$ cat config.mk
export PLATFORM = sky130hd
export DESIGN_NAME = fpec_device_flat
export DESIGN_NICKNAME = d
export VERILOG_FILES = /design/src/fpec_pkg.sv /design/src/fpec_link_if.sv /design/src/fpec_device.sv /design/src/flat_wrapper.sv
export SDC_FILE = /design/constraint.sdc
export NUM_CORES = 1
export LEC_CHECK = 0
export BUFFER_PORTS_ARGS = -buffer_cell sky130_fd_sc_hd__buf_2
export CAP_MARGIN = 15
export CORE_ASPECT_RATIO = 1.75
export CORE_MARGIN = 4
export CORE_UTILIZATION = 54
export CTS_CLUSTER_DIAMETER = 100
export DETAILED_ROUTE_END_ITERATION = 7
export GPL_TIMING_DRIVEN = 1
export PLACE_DENSITY = 0.83
export SKIP_LAST_GASP = 1
export SYNTH_ARGS = -nofsm -noshare
export SYNTH_HDL_FRONTEND = slang
export SYNTH_SLANG_ARGS = --single-unit
export TNS_END_PERCENT = 20
$ cat constraint.sdc
create_clock -name clk -period 2.2 [get_ports clk]
set_input_delay 0.22 -clock clk [delete_from_list [all_inputs] [get_ports clk]]
set_output_delay 0.22 -clock clk [all_outputs]
set_load 0.05 [all_outputs]
$ cat src/fpec_pkg.sv
package fpec_pkg;
    // Command opcodes
    localparam logic [7:0] OP_PROG_BUF1 = 8'h88;
    localparam logic [7:0] OP_PROG_BUF2 = 8'h89;
    localparam logic [7:0] OP_PAGE_ERASE = 8'h81;
    localparam logic [7:0] OP_BLOCK_ERASE = 8'h50;
    localparam logic [7:0] OP_SECTOR_ERASE = 8'h7C;
    // Frame layout: opcode plus three address bytes
    localparam int FRAME_BITS = 32;
    localparam int ADDR_BITS = 24;
    localparam int PAGE_BITS = 13;
    // Page field position in the 24-bit address, per page size
    localparam int PAGE_LSB_528 = 10;
    localparam int PAGE_LSB_512 = 9;
    // Block and sector fields inside the page number
    localparam int BLOCK_LSB = 3;
    localparam int SECTOR_LSB = 7;
    localparam int SECTOR_BITS = 6;
    localparam int PAGES_PER_BLOCK = 8;
    // Self-timed operation limits in microseconds
    localparam int CLK_MHZ = 50;
    localparam int PROG_TIME_US = 4000;
    localparam int PAGE_ERASE_TIME_US = 35000;
    localparam int BLOCK_ERASE_TIME_US = 100000;
    localparam int SECTOR_ERASE_TIME_US = 5000000;
    localparam int PROG_CYC = PROG_TIME_US * CLK_MHZ;
    localparam int PAGE_ERASE_CYC = PAGE_ERASE_TIME_US * CLK_MHZ;
    localparam int BLOCK_ERASE_CYC = BLOCK_ERASE_TIME_US * CLK_MHZ;
    localparam longint SECTOR_ERASE_CYC = 64'(SECTOR_ERASE_TIME_US) * 64'(CLK_MHZ);
    // Host link clock divider: half period in clk cycles
    localparam int SCK_HALF_CYC = 4;
    // Operation kinds
    typedef enum logic [4:0] {
        FPEC_OP_NONE = 5'h01,
        FPEC_OP_PROG = 5'h02,
        FPEC_OP_PERASE = 5'h04,
        FPEC_OP_BERASE = 5'h08,
        FPEC_OP_SERASE = 5'h10
    } fpec_op_t;
endpackage

$ cat src/fpec_link_if.sv
interface fpec_link_if;
    logic cs_n;
    logic sck;
    logic si;
    logic rdy_busy_n;
    modport device (input cs_n, input sck, input si, output rdy_busy_n);
    modport host (output cs_n, output sck, output si, input rdy_busy_n);
endinterface

$ cat src/fpec_device.sv
module fpec_device #(
    parameter int PROG_CYCLES = fpec_pkg::PROG_CYC,
    parameter int PAGE_ERASE_CYCLES = fpec_pkg::PAGE_ERASE_CYC,
    parameter int BLOCK_ERASE_CYCLES = fpec_pkg::BLOCK_ERASE_CYC,
    parameter longint SECTOR_ERASE_CYCLES = fpec_pkg::SECTOR_ERASE_CYC
) (
    input wire logic clk,
    input wire logic rst,
    fpec_link_if.device link,
    input wire logic page_size_512,
    output logic status_busy,
    output logic op_start,
    output fpec_pkg::fpec_op_t op_kind,
    output logic op_buffer_sel,
    output logic [12:0] op_first_page,
    output logic [3:0] op_page_count,
    output logic [5:0] op_sector,
    output logic op_sector_0b,
    output logic op_done
);
    // Synchronised pins and edge history
    logic [1:0] cs_sync_ff, sck_sync_ff, si_sync_ff;
    logic cs_n_ff, sck_ff;
    // Frame shift register and bit count
    logic [31:0] shift_ff;
    logic [5:0] bit_cnt_ff;
    // Self-timed busy state
    logic busy_ff;
    logic [39:0] timer_ff;
    logic [39:0] nxt_timer;
    // Captured operation fields
    fpec_pkg::fpec_op_t kind_ff;
    logic buf_ff, sec0b_ff, start_ff, done_ff;
    logic [12:0] page_ff;
    logic [3:0] count_ff;
    logic [5:0] sector_ff;
    logic sck_rise, cs_rise, cs_low;
    logic [7:0] opcode;
    logic [23:0] addr;
    logic [12:0] page_num;
    fpec_pkg::fpec_op_t nxt_kind;
    logic launch;

    // Two-stage synchronisers for link pins
    // Reset values equal idle pin levels, so no false edge after reset
    always_ff @(posedge clk) begin
        if (rst) begin
            cs_sync_ff <= 2'h3;
            sck_sync_ff <= 2'h0;
            si_sync_ff <= 2'h0;
        end else begin
            cs_sync_ff <= {cs_sync_ff[0], link.cs_n};
            sck_sync_ff <= {sck_sync_ff[0], link.sck};
            si_sync_ff <= {si_sync_ff[0], link.si};
        end
    end

    // Edge history taken from the second stage only
    always_ff @(posedge clk) begin
        if (rst) begin
            cs_n_ff <= 1'b1;
            sck_ff <= 1'b0;
        end else begin
            cs_n_ff <= cs_sync_ff[1];
            sck_ff <= sck_sync_ff[1];
        end
    end

    assign sck_rise = sck_sync_ff[1] & ~sck_ff;
    assign cs_rise = cs_sync_ff[1] & ~cs_n_ff;
    assign cs_low = ~cs_sync_ff[1];

    // Shift in opcode and address MSB first while selected
    // Bits past the 32nd are not kept; the count saturates there
    always_ff @(posedge clk) begin
        if (rst) begin
            shift_ff <= 32'h0;
            bit_cnt_ff <= 6'h0;
        end else if (!cs_low) begin
            bit_cnt_ff <= 6'h0;
        end else if (sck_rise && bit_cnt_ff != 6'(fpec_pkg::FRAME_BITS)) begin
            shift_ff <= {shift_ff[30:0], si_sync_ff[1]};
            bit_cnt_ff <= bit_cnt_ff + 6'h1;
        end
    end

    assign opcode = shift_ff[31:24];
    assign addr = shift_ff[23:0];

    // Page number extraction per page size
    // 528 layout skips one top bit, 512 layout skips two
    always_comb begin
        if (page_size_512) begin
            page_num = addr[fpec_pkg::PAGE_LSB_512 +: fpec_pkg::PAGE_BITS];
        end else begin
            page_num = addr[fpec_pkg::PAGE_LSB_528 +: fpec_pkg::PAGE_BITS];
        end
    end

    // Opcode decode
    always_comb begin
        unique case (opcode)
            fpec_pkg::OP_PROG_BUF1, fpec_pkg::OP_PROG_BUF2: nxt_kind = fpec_pkg::FPEC_OP_PROG;
            fpec_pkg::OP_PAGE_ERASE: nxt_kind = fpec_pkg::FPEC_OP_PERASE;
            fpec_pkg::OP_BLOCK_ERASE: nxt_kind = fpec_pkg::FPEC_OP_BERASE;
            fpec_pkg::OP_SECTOR_ERASE: nxt_kind = fpec_pkg::FPEC_OP_SERASE;
            default: nxt_kind = fpec_pkg::FPEC_OP_NONE;
        endcase
    end

    // Frame accepted: 32 bits or more (count saturates at 32), known opcode, not busy
    assign launch = cs_rise && !busy_ff && bit_cnt_ff == 6'(fpec_pkg::FRAME_BITS)
        && nxt_kind != fpec_pkg::FPEC_OP_NONE;

    // Launch on chip select rise after a full frame; ignore while busy
    always_ff @(posedge clk) begin
        if (rst) begin
            kind_ff <= fpec_pkg::FPEC_OP_NONE;
            buf_ff <= 1'b0;
            page_ff <= 13'h0;
            count_ff <= 4'h0;
            sector_ff <= 6'h0;
            sec0b_ff <= 1'b0;
            start_ff <= 1'b0;
        end else begin
            start_ff <= 1'b0;
            if (launch) begin
                kind_ff <= nxt_kind;
                start_ff <= 1'b1;
                buf_ff <= opcode[0];
                page_ff <= page_num;
                count_ff <= 4'h1;
                // Sector fields kept for every command; only sector erase uses them
                sector_ff <= page_num[fpec_pkg::SECTOR_LSB +: fpec_pkg::SECTOR_BITS];
                sec0b_ff <= page_num[fpec_pkg::BLOCK_LSB];
                if (nxt_kind == fpec_pkg::FPEC_OP_BERASE) begin
                    // Low three page bits ignored: block of eight
                    page_ff <= {page_num[12:3], 3'h0};
                    count_ff <= 4'(fpec_pkg::PAGES_PER_BLOCK);
                end
            end
        end
    end

    // Self-timed counter for the selected operation
    // Timer is 40 bits so the longest erase at default timing fits
    always_comb begin
        unique case (nxt_kind)
            fpec_pkg::FPEC_OP_PROG: nxt_timer = 40'(PROG_CYCLES);
            fpec_pkg::FPEC_OP_PERASE: nxt_timer = 40'(PAGE_ERASE_CYCLES);
            fpec_pkg::FPEC_OP_BERASE: nxt_timer = 40'(BLOCK_ERASE_CYCLES);
            fpec_pkg::FPEC_OP_SERASE: nxt_timer = 40'(SECTOR_ERASE_CYCLES);
            default: nxt_timer = 40'h1;
        endcase
    end

    // Busy from launch until the timer expires
    always_ff @(posedge clk) begin
        if (rst) begin
            busy_ff <= 1'b0;
            timer_ff <= 40'h0;
            done_ff <= 1'b0;
        end else begin
            done_ff <= 1'b0;
            // Frames that end while busy are dropped, not queued
            if (launch) begin
                busy_ff <= 1'b1;
                timer_ff <= nxt_timer;
            end else if (busy_ff) begin
                // Last count clears busy and pulses done
                if (timer_ff == 40'h1) begin
                    busy_ff <= 1'b0;
                    done_ff <= 1'b1;
                end
                timer_ff <= timer_ff - 40'h1;
            end
        end
    end

    // Outputs toward the array and the status register
    assign link.rdy_busy_n = ~busy_ff;
    assign status_busy = busy_ff; // Status register busy bit mirrors the pin
    assign op_start = start_ff;
    assign op_kind = kind_ff;
    assign op_buffer_sel = buf_ff;
    assign op_first_page = page_ff;
    assign op_page_count = count_ff;
    assign op_sector = sector_ff;
    assign op_sector_0b = sec0b_ff;
    assign op_done = done_ff;
endmodule

$ cat src/flat_wrapper.sv
// flat-port wrapper written by rule: the top's interface ports become plain ports
module fpec_device_flat 
#(
    parameter int PROG_CYCLES = fpec_pkg::PROG_CYC,
    parameter int PAGE_ERASE_CYCLES = fpec_pkg::PAGE_ERASE_CYC,
    parameter int BLOCK_ERASE_CYCLES = fpec_pkg::BLOCK_ERASE_CYC,
    parameter longint SECTOR_ERASE_CYCLES = fpec_pkg::SECTOR_ERASE_CYC
)
  (clk, rst, page_size_512, status_busy, op_start, op_kind, op_buffer_sel, op_first_page, op_page_count, op_sector, op_sector_0b, op_done, link_cs_n, link_sck, link_si, link_rdy_busy_n);
  fpec_link_if link_i ();
  input wire logic clk;
  input wire logic rst;
  input wire logic page_size_512;
  output logic status_busy;
  output logic op_start;
  output fpec_pkg::fpec_op_t op_kind;
  output logic op_buffer_sel;
  output logic [12:0] op_first_page;
  output logic [3:0] op_page_count;
  output logic [5:0] op_sector;
  output logic op_sector_0b;
  output logic op_done;
  input wire logic [$bits(link_i.cs_n)-1:0] link_cs_n;
  input wire logic [$bits(link_i.sck)-1:0] link_sck;
  input wire logic [$bits(link_i.si)-1:0] link_si;
  output wire logic [$bits(link_i.rdy_busy_n)-1:0] link_rdy_busy_n;
  assign link_i.cs_n = link_cs_n;
  assign link_i.sck = link_sck;
  assign link_i.si = link_si;
  assign link_rdy_busy_n = link_i.rdy_busy_n;
  fpec_device #(.PROG_CYCLES(PROG_CYCLES), .PAGE_ERASE_CYCLES(PAGE_ERASE_CYCLES), .BLOCK_ERASE_CYCLES(BLOCK_ERASE_CYCLES), .SECTOR_ERASE_CYCLES(SECTOR_ERASE_CYCLES)) u_core (.clk(clk), .rst(rst), .link(link_i), .page_size_512(page_size_512), .status_busy(status_busy), .op_start(op_start), .op_kind(op_kind), .op_buffer_sel(op_buffer_sel), .op_first_page(op_first_page), .op_page_count(op_page_count), .op_sector(op_sector), .op_sector_0b(op_sector_0b), .op_done(op_done));
endmodule
Word-level counts from Yosys, hierarchy flattened
Index checks and enable logic that the tools add are counted.
- register bits: 119
- input bits: 6
- output and inout bits: 34
- logic and storage cells: 60
- add/sub/neg operators: 2
- eq/ne operators: 13
- muxes and demuxes: 12
- bitwise logic cells: 6
- reduce and logical (&&, ||, !) cells: 10
- operators with widths (cell ; count):
    one-hot mux 28 bit (4 select lines) ; 1
    two-way mux 40 bit ; 2
    equality test 40 x 1 -> 1 bit (second input constant) ; 1
    subtractor 40 x 1 -> 40 bit (second input constant) ; 1
    equality test 8 bit (second input constant) ; 3
    one-hot mux 5 bit (4 select lines) ; 1
    equality test 8 x 7 -> 1 bit (second input constant) ; 2
    two-way mux 13 bit ; 1
    adder 6 x 1 -> 6 bit (second input constant) ; 1
    equality test 6 bit (second input constant) ; 1
    inequality test 6 bit (second input constant) ; 1
    equality test 5 x 2 -> 1 bit (second input constant) ; 1
    equality test 5 x 3 -> 1 bit (second input constant) ; 1
    equality test 5 x 4 -> 1 bit (second input constant) ; 1
    equality test 5 bit (second input constant) ; 1
    two-way mux 1 bit ; 5
    inequality test 5 x 1 -> 1 bit (second input constant) ; 1
    logical AND 1 bit ; 4
    two-way mux 4 bit ; 1
    inverter 1 bit ; 4
    OR reduction 2 bit ; 2
    two-way mux 3 bit ; 1
    OR reduction 3 bit ; 1
    AND 1 bit ; 2
    3 further kinds ; 3

Longest topological paths before layout
Gate-level depths: netlist of run 1.
- depth in word-level cells: 6
- mapped depth: 9
- mapped depth without buffers: 8

Worst setup path after synthesis of run 1
Ideal clock, no wire load.
- path type: reg2reg
- start point: register u_core.shift_ff[30]
- end point: register u_core.page_ff[2] (netlist: u_core.op_first_page[2])
- library setup time: 0.070 ns
- arrival: 2.324 ns
- required time: 2.130 ns
- path slack: -0.195 ns
- stages on the path, launching flop included: 8
- path buffers: 1
- period minus slack after synthesis: 2.395 ns
- cells stage by stage: dfxtp_1 > or4b_4 > or3_1 > and2_4 > o32a_1 > buf_6 > or3_1 > a21oi_1
- word-level cells in the longest chain between the ends: 5
- elaborated cells between the ends (all ways): 11
- those cells by class: eq/ne: 7; mux: 2; reduce/logical: 2
- RTL lines (what ; line ; RTL):
    start, declared ; fpec_device.sv:25 ; logic [31:0] shift_ff;
    start signal, assigned ; fpec_device.sv:82 ; shift_ff <= {shift_ff[30:0], si_sync_ff[1]};
    equality test 8 bit ; fpec_device.sv:102 ; unique case (opcode)
    OR reduction 2 bit ; fpec_device.sv:102 ;
    one-hot mux 5 bit (4 select lines) * ; fpec_device.sv:102 ;
    equality test 5 x 4 -> 1 bit / inequality test 5 x 1 -> 1 bit (equally long branches) ; fpec_device.sv:136, fpec_device.sv:113 ;
    two-way mux 3 bit / logical AND 1 bit (equally long branches) ; fpec_device.sv:136, fpec_device.sv:113 ;
    end signal, assigned ; fpec_device.sv:131 ; page_ff <= page_num;
    end signal, assigned ; fpec_device.sv:138 ; page_ff <= {page_num[12:3], 3'h0};
    end, declared ; fpec_device.sv:34 ; logic [12:0] page_ff;
Mark *: on every way between the ends. The rest lies on a longest branch, timed or not.
A chain may end at the register's enable or synchronous reset.

Worst setup path after layout of run 1
- start point: register u_core.shift_ff[28]
- end point: register u_core.timer_ff[21]
- word-level cells in the longest chain between the ends: 6
- elaborated cells between the ends (all ways): 16
- those cells by class: eq/ne: 10; mux: 3; reduce/logical: 3
- RTL lines (what ; line ; RTL):
    equality test 8 bit ; fpec_device.sv:102 ;
    OR reduction 2 bit ; fpec_device.sv:102 ;
    one-hot mux 5 bit (4 select lines) * ; fpec_device.sv:102 ;
    equality test 5 bit (tied with other cells) ; fpec_device.sv:148 ; unique case (nxt_kind)
    one-hot mux 28 bit (4 select lines) / logical AND 1 bit (equally long branches) ; fpec_device.sv:148, fpec_device.sv:113 ;
    two-way mux 40 bit / nonzero test 2 bit (equally long branches) ; n/a ;
    end signal, assigned ; fpec_device.sv:168 ; timer_ff <= nxt_timer;
    end signal, assigned ; fpec_device.sv:175 ; timer_ff <= timer_ff - 40'h1;
    end, declared ; fpec_device.sv:29 ; logic [39:0] timer_ff;
Marked as above.

==> reports/metrics.yaml, run 1 <==
status:
  status: "complete, but fails checks"
  violations: "negative setup slack"
logic_synthesis:
  synth_edf_count: 0
  ys_warn_count: 0
  synth_top_flop_cell: "dfxtp_1"
  synthDistinctLibCells: 53
  ys_seq_area_share_pct: 43.9
  synthCells: 619
  async_flop_share_pct: 0
  syn_avg_cell_area_um2: 8.10
  ys_ff_latch: 110
  syn-cell-area_um2: 5010
sta:
  worst_pin_slew_ns: 0.725
  rsz0062_at_grt: "yes"
  hold-worst-slack_ns: 0.0521
  setup_viol_count_final: 62
  max_freq_mhz: 423
  period_minus_slack_ns: 2.37
  fin_ws_ns: -0.167
  maxSlewHeadroom_pct: 51.1
  maxSlewViolCount: 0
  skew_ns: 0.0115
  hold_viol: 0
  finalCritPeriodShare_pct: 108
floorplanning:
  coreArea_um2: 9090
  die_y_um: 135
  fp.dieW_um: 80.8
  row_count: 46
  start_util_pct: 55.1
  dieArea_um2: 10900
  io_pins: 40
clock_tree:
  h-tree-depth: 3
  cts_tree: "done"
  numCtsBuffers: 9
  path_clk_slew_ns: 0.07
  insertion_delay_ns: 0.36
  clkSinkCount: 110
  ctsLongestPathBuffers: 2
  root_buffer: "clkbuf_16"
min_path:
  min_to: "u_core.cs_sync_ff[0]"
  min_path_cells: 2
  hold_path_startpoint: "link_cs_n"
  hold_path.class: "primary input to flip-flop"
place:
  dpl_cell_area_um2: 5880
  gp_congestion: 1.01
  dp_hpwl_mm: 9.89
  port-buffer-count: 37
  dp_cells: 822
detailed_routing:
  remaining_drc_errors: 0
  vias: 4964
  totalWireLength_mm: 14.1
  routedWlPerCell_um: 16.7
  vias_per_cell: 5.88
  drtIter0Drc: 305
  ant_nets: 0
  drtPass1Iterations: 6
finish:
  layout_commonest_cell: "dfxtp_1"
  stdcell_area_um2: 6360
  multiInputGateArea_um2: 2650
  n_antenna_cell: 0
  final_cells: 844
  final_cell_mix: "dfxtp_1 (108), nand2_1 (95), buf_4 (86)"
  fin_nets: 729
  nFillCells: 711
  area_growth_pct: 27.0
  register_area_um2: 2200
  final_util_pct: 70.0
  drive_gt1_share_pct: 25.6
pwr:
  seq_power_share_pct: 54.1
  power_mw: 3.69
  clock_power_share_pct: 43.6
  p_int_mw: 2.83
  switchingPower_mw: 0.863
  p_per_area_nw_per_um2: 580
  comb_power_share_pct: 2.3
  p_sw_share_pct: 23.4
  p_leak_nw: 2.59
  peakVddDrop_v: 0.000542
global_route:
  grt_antenna_before_repair: 0
  grt_max_degree: 33
  grt_use_total_pct: 25.7
  grt_pass1_wl_mm: 22.0
  grt.overflow.total: 0
  grt_pass1_vias: 4810
setup_path:
  endpoint_kind: "flip-flop"
  crit_type: "flip-flop to flip-flop"
  cp_data_required_time_ns: 2.47
  cp.arrival_ns: 2.63
  critPathMaxFanout: 9
  rrSetupSlack_ns: -0.17
  startpoint_type: "flip-flop"
  r2r-start: "u_core.shift_ff[28]"
  timing.rr.end: "u_core.timer_ff[21]"
  ff2ff_path_depth: 8
run:
  cap_violations: 0
-- synthesized netlist by cell type (2+ instances only) --
cell / n / share of area (%)
xnor2_1: 13 / 2.3
a211oi_1: 20 / 3.0
a31oi_1: 10 / 1.2
nand3_1: 15 / 1.5
nand2b_1: 4 / 0.50
buf_2: 4 / 0.40
o21a_1: 2 / 0.30
o21ai_0: 6 / 0.60
a21oi_1: 65 / 6.5
nor2b_1: 7 / 0.87
inv_1: 10 / 0.75
or3_1: 16 / 2.0
nor4b_1: 4 / 0.70
nor3_1: 27 / 2.7
nand2_1: 97 / 7.3
or2_2: 10 / 1.2
and3_1: 5 / 0.62
nor4_1: 14 / 1.7
or4_1: 7 / 1.0
nand4_1: 8 / 1.0
buf_4: 10 / 1.5
a311oi_1: 4 / 0.70
dfxtp_1: 110 / 44
mux2i_1: 13 / 2.6
xor2_1: 7 / 1.2
and2_1: 2 / 0.25
a41oi_1: 2 / 0.35
o31ai_1: 4 / 0.60
a211o_1: 2 / 0.35
clkbuf_1: 30 / 2.2
a21o_1: 3 / 0.45
nor2_1: 61 / 4.6
o211ai_1: 2 / 0.30
and4_1: 2 / 0.35
a22oi_1: 2 / 0.30
ha_1: 4 / 1.0
-- power by group through the flow --
stage,Sequential (mW),Clock [mW],Combinational (mW)
after floorplan,2.04,0,0.0619
after global placement,2.04,0,0.0810
after detailed placement,2.04,0,0.0835
after CTS,2.00,1.63,0.0837
after global routing,2.00,1.72,0.0927
final,2.00,1.61,0.0863
-- worst max path at each step --
stage	slack, ns	to	from	cells past startpoint
3_5_place_dp	-0.18	u_core.op_first_page[4]	u_core.shift_ff[25]	8
5_1_grt	-0.26	u_core.timer_ff[9]	u_core.timer_ff[2]	6
6_report	-0.17	u_core.timer_ff[21]	u_core.shift_ff[28]	8
4_1_cts	-0.14	u_core.op_sector[0]	u_core.shift_ff[28]	9
3_3_place_gp	-0.12	u_core.op_first_page[1]	u_core.shift_ff[25]	6
2_1_floorplan	-0.13	u_core.op_first_page[2]	u_core.shift_ff[25]	7
-- layout make-up --
class                      instances  area share (%)
inverter                          10           0.590
clock inverter                     7            1.20
timing repair buffer             134            16.0
multi-input combinational        454            41.7
clock buffer                       9            3.54
sequential                       110            34.6
tap                              120            2.36
-- metal layers --
metal	global-route usage [%]	part of all wire [%]
met1	26.2	36
met2	46.7	53
met3	4.73	4.3
met4	16.3	6.7
met5	0	0
-- metrics by stage --
stage	TNS [ns]	setup slack (ns)
2_1_floorplan	-2.28	-0.126
3_3_place_gp	-2.66	-0.120
3_5_place_dp	-6.32	-0.184
4_1_cts	-4.01	-0.138
5_1_grt	-10.63	-0.263
6_report	-6.36	-0.167
-- worst max-delay path: stages (launching register included) --
cell	delay, ns
dfxtp_2	0.33
or4b_4	0.53
or3_4	0.34
a211o_1	0.30
o211ai_1	0.12
buf_4	0.20
buf_6	0.16
a21oi_1	0.08
a311oi_1	0.23
-- state kept, by name, indices dropped and copies added (netlist names) --
name and count:
u_core.timer_ff 40, u_core.op_kind 5, u_core.si_sync_ff 2, u_core.op_sector 6
u_core.op_buffer_sel 1, u_core.shift_ff 32, u_core.op_done 1, u_core.status_busy 1
u_core.op_first_page 7, u_core.op_start 1, u_core.cs_n_ff 1, u_core.bit_cnt_ff 6
u_core.cs_sync_ff 2, u_core.op_page_count 2, u_core.sck_sync_ff 2, u_core.sck_ff 1
-- cell families after synthesis --
| group | Yosys count | synth area share [%] |
|---|---|---|
| other | 1 | 0.0748 |
| AND/OR/NAND/NOR | 287 | 27.9 |
| XOR/XNOR | 20 | 3.49 |
| multiplexers | 13 | 2.60 |
| buffers and inverters | 56 | 5.19 |
| flip-flops | 110 | 43.9 |
| adder cells (fa/ha/maj) | 4 | 0.999 |
| AO/OA/AOI/OAI | 128 | 15.9 |
-- repair_timing --
| action | 4_1_cts | 5_1_grt |
|---|---|---|
| gates resized for setup | 11 | 15 |
| setup buffers | 2 | 1 |
| setup endpoints to repair | 62 | 63 |
| cloned | 2 | 2 |
| pin swaps | 7 | 11 |
| hold buffers | 0 | 0 |
(Power assumes the default switching activity.)
==> run 2, diff against run 1 <==
--- a/config.mk
+++ b/config.mk
@@ -13,7 +13,7 @@
 export CTS_CLUSTER_DIAMETER = 100
 export DETAILED_ROUTE_END_ITERATION = 7
 export GPL_TIMING_DRIVEN = 1
-export PLACE_DENSITY = 0.83
+export PLACE_DENSITY = 0.77
 export SKIP_LAST_GASP = 1
 export SYNTH_ARGS = -nofsm -noshare
 export SYNTH_HDL_FRONTEND = slang
==> constraint.sdc (replaced) <==
create_clock -name clk -period 2.2 [get_ports clk]
set_input_delay 0 -clock clk [delete_from_list [all_inputs] [get_ports clk]]
set_output_delay 0 -clock clk [all_outputs]
set_load 0.05 [all_outputs]
==> reports/metrics.yaml, run 2 (same netlist as run 1, synthesis figures left out) <==
place:
  gp_congestion: 0.942  # -6.7%
  dpl_cell_area_um2: 5830  # -0.77%
  port-buffer-count: 37  # unchanged
  dp_hpwl_mm: 9.49  # -4.1%
  dp_cells: 816  # -0.73%
global_route:
  grt.overflow.total: 0  # unchanged
  grt_max_degree: 33  # unchanged
  grt_use_total_pct: 25.6  # -0.19 points
  grt_antenna_before_repair: 0  # unchanged
  grt_pass1_vias: 4743  # -1.4%
  grt_pass1_wl_mm: 22.1  # +0.50%
finish:
  fin_nets: 726  # -0.41%
  area_growth_pct: 27.5
  largest_register_ffs: 40  # unchanged
  layout_commonest_cell: "dfxtp_1"
  stdcell_area_um2: 6390  # +0.37%
  nFillCells: 765  # +7.6%
  final_cell_mix: "dfxtp_1 (109), nand2_1 (97), buf_4 (79)"
  final_cells: 841  # -0.36%
  largest_register: "u_core.timer_ff"
  n_antenna_cell: 0  # unchanged
  drive_gt1_share_pct: 24.5  # -1.0 points
sta:
  finalCritPeriodShare_pct: 110  # +2.0 points
  fin_ws_ns: -0.211  # -0.0442 ns
  max_freq_mhz: 415  # -1.8%
  skew_ns: 0.00764  # -0.00384 ns
  maxSlewHeadroom_pct: 50.0  # -1.1 points
  period_minus_slack_ns: 2.41  # +0.0442 ns
  setup_viol_count_final: 62  # unchanged
  rsz0062_at_grt: "yes"
  worst_pin_slew_ns: 0.742  # +0.0169 ns
  hold_viol: 0  # unchanged
  maxSlewViolCount: 0  # unchanged
setup_path:
  crit_chain: "or4b_4 -> or3_4 -> buf_6 -> a211o_1 -> o211ai_1 -> buf_12 -> a21oi_1 -> a311oi_1"
  cp.arrival_ns: 2.68  # +0.05 ns
  endpoint_kind: "flip-flop"
  rrSetupSlack_ns: -0.21  # -0.04 ns
  slowest_delay_ns: 0.54  # about the same
  cp_data_required_time_ns: 2.46  # about the same
  crit_type: "flip-flop to flip-flop"
  critPathSlowestCell: "or4b_4"
  critPathMaxFanout: 17  # +8
  startpoint_type: "flip-flop"
pwr:
  switchingPower_mw: 0.826  # -4.4%
  p_sw_share_pct: 21.3  # -2.1 points
  p_per_area_nw_per_um2: 606  # +4.5%
  clock_power_share_pct: 46.0  # +2.4 points
  power_mw: 3.87  # +4.9%
  p_int_mw: 3.05  # +7.7%
  p_leak_nw: 2.55  # -1.4%
  comb_power_share_pct: 2.5  # +0.2 points
  seq_power_share_pct: 51.5  # -2.6 points
  peakVddDrop_v: 0.000697  # +28%
clock_tree:
  path_clk_slew_ns: 0.07  # about the same
  root_buffer: "clkbuf_16"
  ctsLongestPathBuffers: 2  # unchanged
  numCtsBuffers: 9  # unchanged
  h-tree-depth: 3  # unchanged
  clkSinkCount: 110  # unchanged
  cts_tree: "done"
  insertion_delay_ns: 0.35  # about the same
detailed_routing:
  routedWlPerCell_um: 16.3  # -2.6%
  drtIter0Drc: 460  # +51%
  ant_nets: 0  # unchanged
  totalWireLength_mm: 13.7  # -2.9%
  remaining_drc_errors: 0  # unchanged
  drtPass1Iterations: 6  # unchanged
  vias: 4909  # -1.1%
  vias_per_cell: 5.84  # -0.76%
floorplanning:
  dieArea_um2: 10900  # unchanged
  row_count: 46  # unchanged
  coreArea_um2: 9090  # unchanged
  fp.dieW_um: 80.8  # unchanged
  start_util_pct: 55.1  # unchanged
  die_y_um: 135  # unchanged
  io_pins: 40  # unchanged
status:
  violations: "negative setup slack"
  status: "complete, but fails checks"
min_path:
  hold_path.class: "primary input to flip-flop"
run:
  cap_violations: 0  # unchanged
## run 2: cell types whose count changed in the layout (fill, tap and decap cells not counted), sizes merged
| cell | delta |
|---|---|
| clkbuf | -1 |
| clkinv | -2 |
| dlygate4sd3 | +3 |
| bufinv | +2 |
| buf | -5 |
## run 2: layout make-up
class	instances	area, µm²	area share, %
clock inverter	7	103	1.61
sequential	110	2200	34.5
timing repair buffer	131	1000	15.7
inverter	10	37.5	0.588
clock buffer	9	225	3.53
multi-input combinational	454	2670	41.7
tap	120	150	2.35
## run 2: stage by stage
step / worst slack, ns / hold WS, ns / utilization, % / TNS, ns
floorplan: -0.126 / 0.104 / - / -2.28
global placement: -0.138 / 0.192 / 64.1 / -2.85
detailed placement: -0.166 / 0.195 / 64.1 / -4.78
CTS: -0.192 / 0.122 / 69.4 / -7.77
global route: -0.289 / 0.162 / 70.3 / -11.51
finish: -0.211 / 0.139 / 70.3 / -7.82
## run 2: repair_timing
| item | CTS | global route |
|---|---|---|
| pin swaps | 10 | 4 |
| hold endpoints to repair | 3 | 0 |
| hold buffers | 3 | 0 |
| resized for setup | 9 | 15 |
| buffers inserted | 3 | 0 |
| endpoints found under the setup margin | 62 | 64 |
| gates cloned | 3 | 0 |
## run 2: routing by layer
layer  track usage (%)  up-vias  wire length, µm
met5                 0        -                0
met1              27.6     2312             5070
met2              46.3      173             7380
met3              4.93       51              622
met4              12.3        0              626
li1                  -     2373                -
## run 2: final timing paths
check	from	to	depth (start not counted)
setup / recovery	u_core.shift_ff[25]	u_core.timer_ff[21]	8
hold / removal	rst	u_core.status_busy	2
setup reg to reg	u_core.shift_ff[25]	u_core.timer_ff[21]	8
hold reg to reg	u_core.cs_sync_ff[0]	u_core.cs_sync_ff[1]	1
## run 2: power groups by stage
stage	Sequential, mW	Clock [mW]	Combinational (mW)
2_1_floorplan	2.04	0	0.0619
3_3_place_gp	2.04	0	0.0798
3_5_place_dp	2.04	0	0.0814
4_1_cts	2.00	1.81	0.0953
5_1_grt	2.00	1.89	0.103
6_report	2.00	1.78	0.0955
## run 2: worst max-delay path, delay by kind of cell, from the launching register on
kind,cells,cell delay (ns)
buf+inv,2,0.31
simple gates,2,0.89
flops,1,0.33
compound gates,4,0.80
==> run 3, diff against run 2 <==
--- a/config.mk
+++ b/config.mk
@@ -14,6 +14,7 @@
 export DETAILED_ROUTE_END_ITERATION = 7
 export GPL_TIMING_DRIVEN = 1
 export PLACE_DENSITY = 0.77
+export REMOVE_ABC_BUFFERS = 1
 export SKIP_LAST_GASP = 1
 export SYNTH_ARGS = -nofsm -noshare
 export SYNTH_HDL_FRONTEND = slang
==> reports/metrics.yaml, run 3 (same netlist as run 1, synthesis figures left out) <==
status:
  status: "complete, but fails checks"
  violations: "negative setup slack"
setup_path:
  crit_type: "flip-flop to flip-flop"
  critPathSlowestCell: "or4b_4"
  endpoint_kind: "flip-flop"
  critPathMaxFanout: 7  # -10
  crit_chain: "or4b_4 -> or3_4 -> and2_4 -> buf_6 -> o32ai_4 -> buf_6 -> buf_12 -> nor2_1 -> a211oi_1"
  cp-startpoint: "u_core.shift_ff[30]"
  crit_family: "simple AND/OR/NAND/NOR gates"
  startpoint_type: "flip-flop"
  r2r-start: "u_core.shift_ff[30]"
  cp.arrival_ns: 2.68  # about the same
  slowest_delay_ns: 0.53  # about the same
  cpMostUsedCell: "buf_6"
  critical_path_buf_inv_count: 3  # +1
  cp_data_required_time_ns: 2.47  # about the same
sta:
  hold-worst-slack_ns: 0.0893  # -0.0492 ns
  setup_viol_count_final: 59  # -4.8%
  max_freq_mhz: 415  # about the same
  hold_viol: 0  # unchanged
  rsz0062_at_grt: "yes"
  maxSlewHeadroom_pct: 59.1  # +9.1 points
  finalCritPeriodShare_pct: 110  # about the same
  fin_setup_tns_ns: -4.54  # +3.28 ns
  maxSlewViolCount: 0  # unchanged
  worst_pin_slew_ns: 0.608  # -0.135 ns
  fin_ws_ns: -0.210  # +0.00109 ns
  period_minus_slack_ns: 2.41  # -0.00109 ns
  skew_ns: 0.00857  # +0.000925 ns
pwr:
  switchingPower_mw: 0.816  # -1.2%
  p_leak_nw: 2.57  # +0.76%
  clock_power_share_pct: 46.1  # about the same
  p_int_mw: 3.06  # +0.51%
  p_sw_share_pct: 21.0  # -0.29 points
  comb_power_share_pct: 2.4  # about the same
  p_per_area_nw_per_um2: 602  # -0.73%
  peakVddDrop_v: 0.000548  # -21%
  seq_power_share_pct: 51.5  # about the same
detailed_routing:
  routedWlPerCell_um: 16.5  # +1.1%
  totalWireLength_mm: 13.9  # +1.5%
  vias_per_cell: 5.86  # +0.46%
  ant_nets: 0  # unchanged
  vias: 4949  # +0.81%
  remaining_drc_errors: 0  # unchanged
  drtPass1Iterations: 6  # unchanged
  drtIter0Drc: 351  # -24%
finish:
  nFillCells: 713  # -6.8%
  fin_nets: 729  # +0.41%
  final_cell_mix: "dfxtp_1 (109), nand2_1 (97), buf_4 (84)"
  stdcell_area_um2: 6440  # +0.88%
  n_antenna_cell: 0  # unchanged
  area_growth_pct: 28.6
  largest_register: "u_core.timer_ff"
  layout_commonest_cell: "dfxtp_1"
  drive_gt1_share_pct: 25.4  # +0.87 points
  largest_register_ffs: 40  # unchanged
run:
  cap_violations: 0  # unchanged
global_route:
  grt_max_degree: 33  # unchanged
  grt_pass1_wl_mm: 22.2  # +0.31%
  grt_pass1_vias: 4936  # +4.1%
  grt.overflow.total: 0  # unchanged
  grt_antenna_before_repair: 0  # unchanged
  grt_use_total_pct: 25.4  # -0.13 points
clock_tree:
  ctsLongestPathBuffers: 2  # unchanged
  numCtsBuffers: 9  # unchanged
  h-tree-depth: 3  # unchanged
  clkSinkCount: 110  # unchanged
  path_clk_slew_ns: 0.08  # about the same
  root_buffer: "clkbuf_16"
  cts_tree: "done"
  insertion_delay_ns: 0.35  # about the same
place:
  gp_congestion: 0.876  # -7.0%
  dpl_cell_area_um2: 5830  # about the same
  dp_hpwl_mm: 9.26  # -2.5%
  port-buffer-count: 37  # unchanged
min_path:
  hold_path_startpoint: "rst"
  hold_path.class: "primary input to flip-flop"
floorplanning:
  start_util_pct: 55.1  # unchanged
  coreArea_um2: 9090  # unchanged
  row_count: 46  # unchanged
  die_y_um: 135  # unchanged
  fp.dieW_um: 80.8  # unchanged
  io_pins: 40  # unchanged
  dieArea_um2: 10900  # unchanged
## run 3: changes by cell type in the layout (fill, tap and decap cells not counted), sizes merged
cell | previous run | this run
buf | 128 | 129
clkbuf | 9 | 12
clkinvlp | 0 | 2
inv | 14 | 11
## run 3: final timing paths
| kind | end | cells after the start | slack (ns) |
|---|---|---|---|
| setup / recovery | u_core.op_sector[2] | 9 | -0.21 |
| hold reg to reg | u_core.cs_sync_ff[1] | 1 | 0.42 |
| hold / removal | u_core.status_busy | 2 | 0.09 |
| setup reg to reg | u_core.op_sector[2] | 9 | -0.21 |
## run 3: layer usage
layer,vias up,GRT usage [%],wire (µm)
met4,0,16.3,771
met3,58,4.73,626
met2,162,45.5,7310
met1,2348,26.3,5190
met5,-,0,0
li1,2381,-,-
## run 3: power by group through the flow
| stage | Sequential [mW] | Combinational [mW] | Clock (mW) |
|---|---|---|---|
| 5_1_grt | 2.00 | 0.100 | 1.89 |
| 2_1_floorplan | 2.04 | 0.0321 | 0 |
| 4_1_cts | 2.00 | 0.0909 | 1.80 |
| 3_5_place_dp | 2.04 | 0.0862 | 0 |
| 3_3_place_gp | 2.04 | 0.0834 | 0 |
| 6_report | 2.00 | 0.0943 | 1.79 |
## run 3: timing repair
action / 4_1_cts / 5_1_grt
cloned: 1 / 2
endpoints found under the hold margin: 3 / 0
endpoints found under the setup margin: 60 / 62
pin swaps: 8 / 17
setup buffers: 2 / 4
hold buffers: 3 / 0
gates resized for setup: 5 / 23
## run 3: stage by stage
stage	util [%]	std cells	worst slack, ns	total power [mW]
6_report	70.9	844	-0.210	3.88
5_1_grt	70.9	844	-0.256	3.99
4_1_cts	68.9	838	-0.197	3.89
3_5_place_dp	64.1	816	-0.226	2.13
3_3_place_gp	64.1	816	-0.146	2.13
2_1_floorplan	-	574	-0.830	2.08
## run 3: area by class of cell
type	instances	area (µm²)	share of cell area [%]
Clock buffer	10	239	3.71
Tap cell	120	150	2.33
Inverter	10	37.5	0.582
Clock inverter	6	92.6	1.44
Sequential cell	110	2200	34.2
Timing Repair Buffer	134	1040	16.1
Multi-Input combinational cell	454	2690	41.7
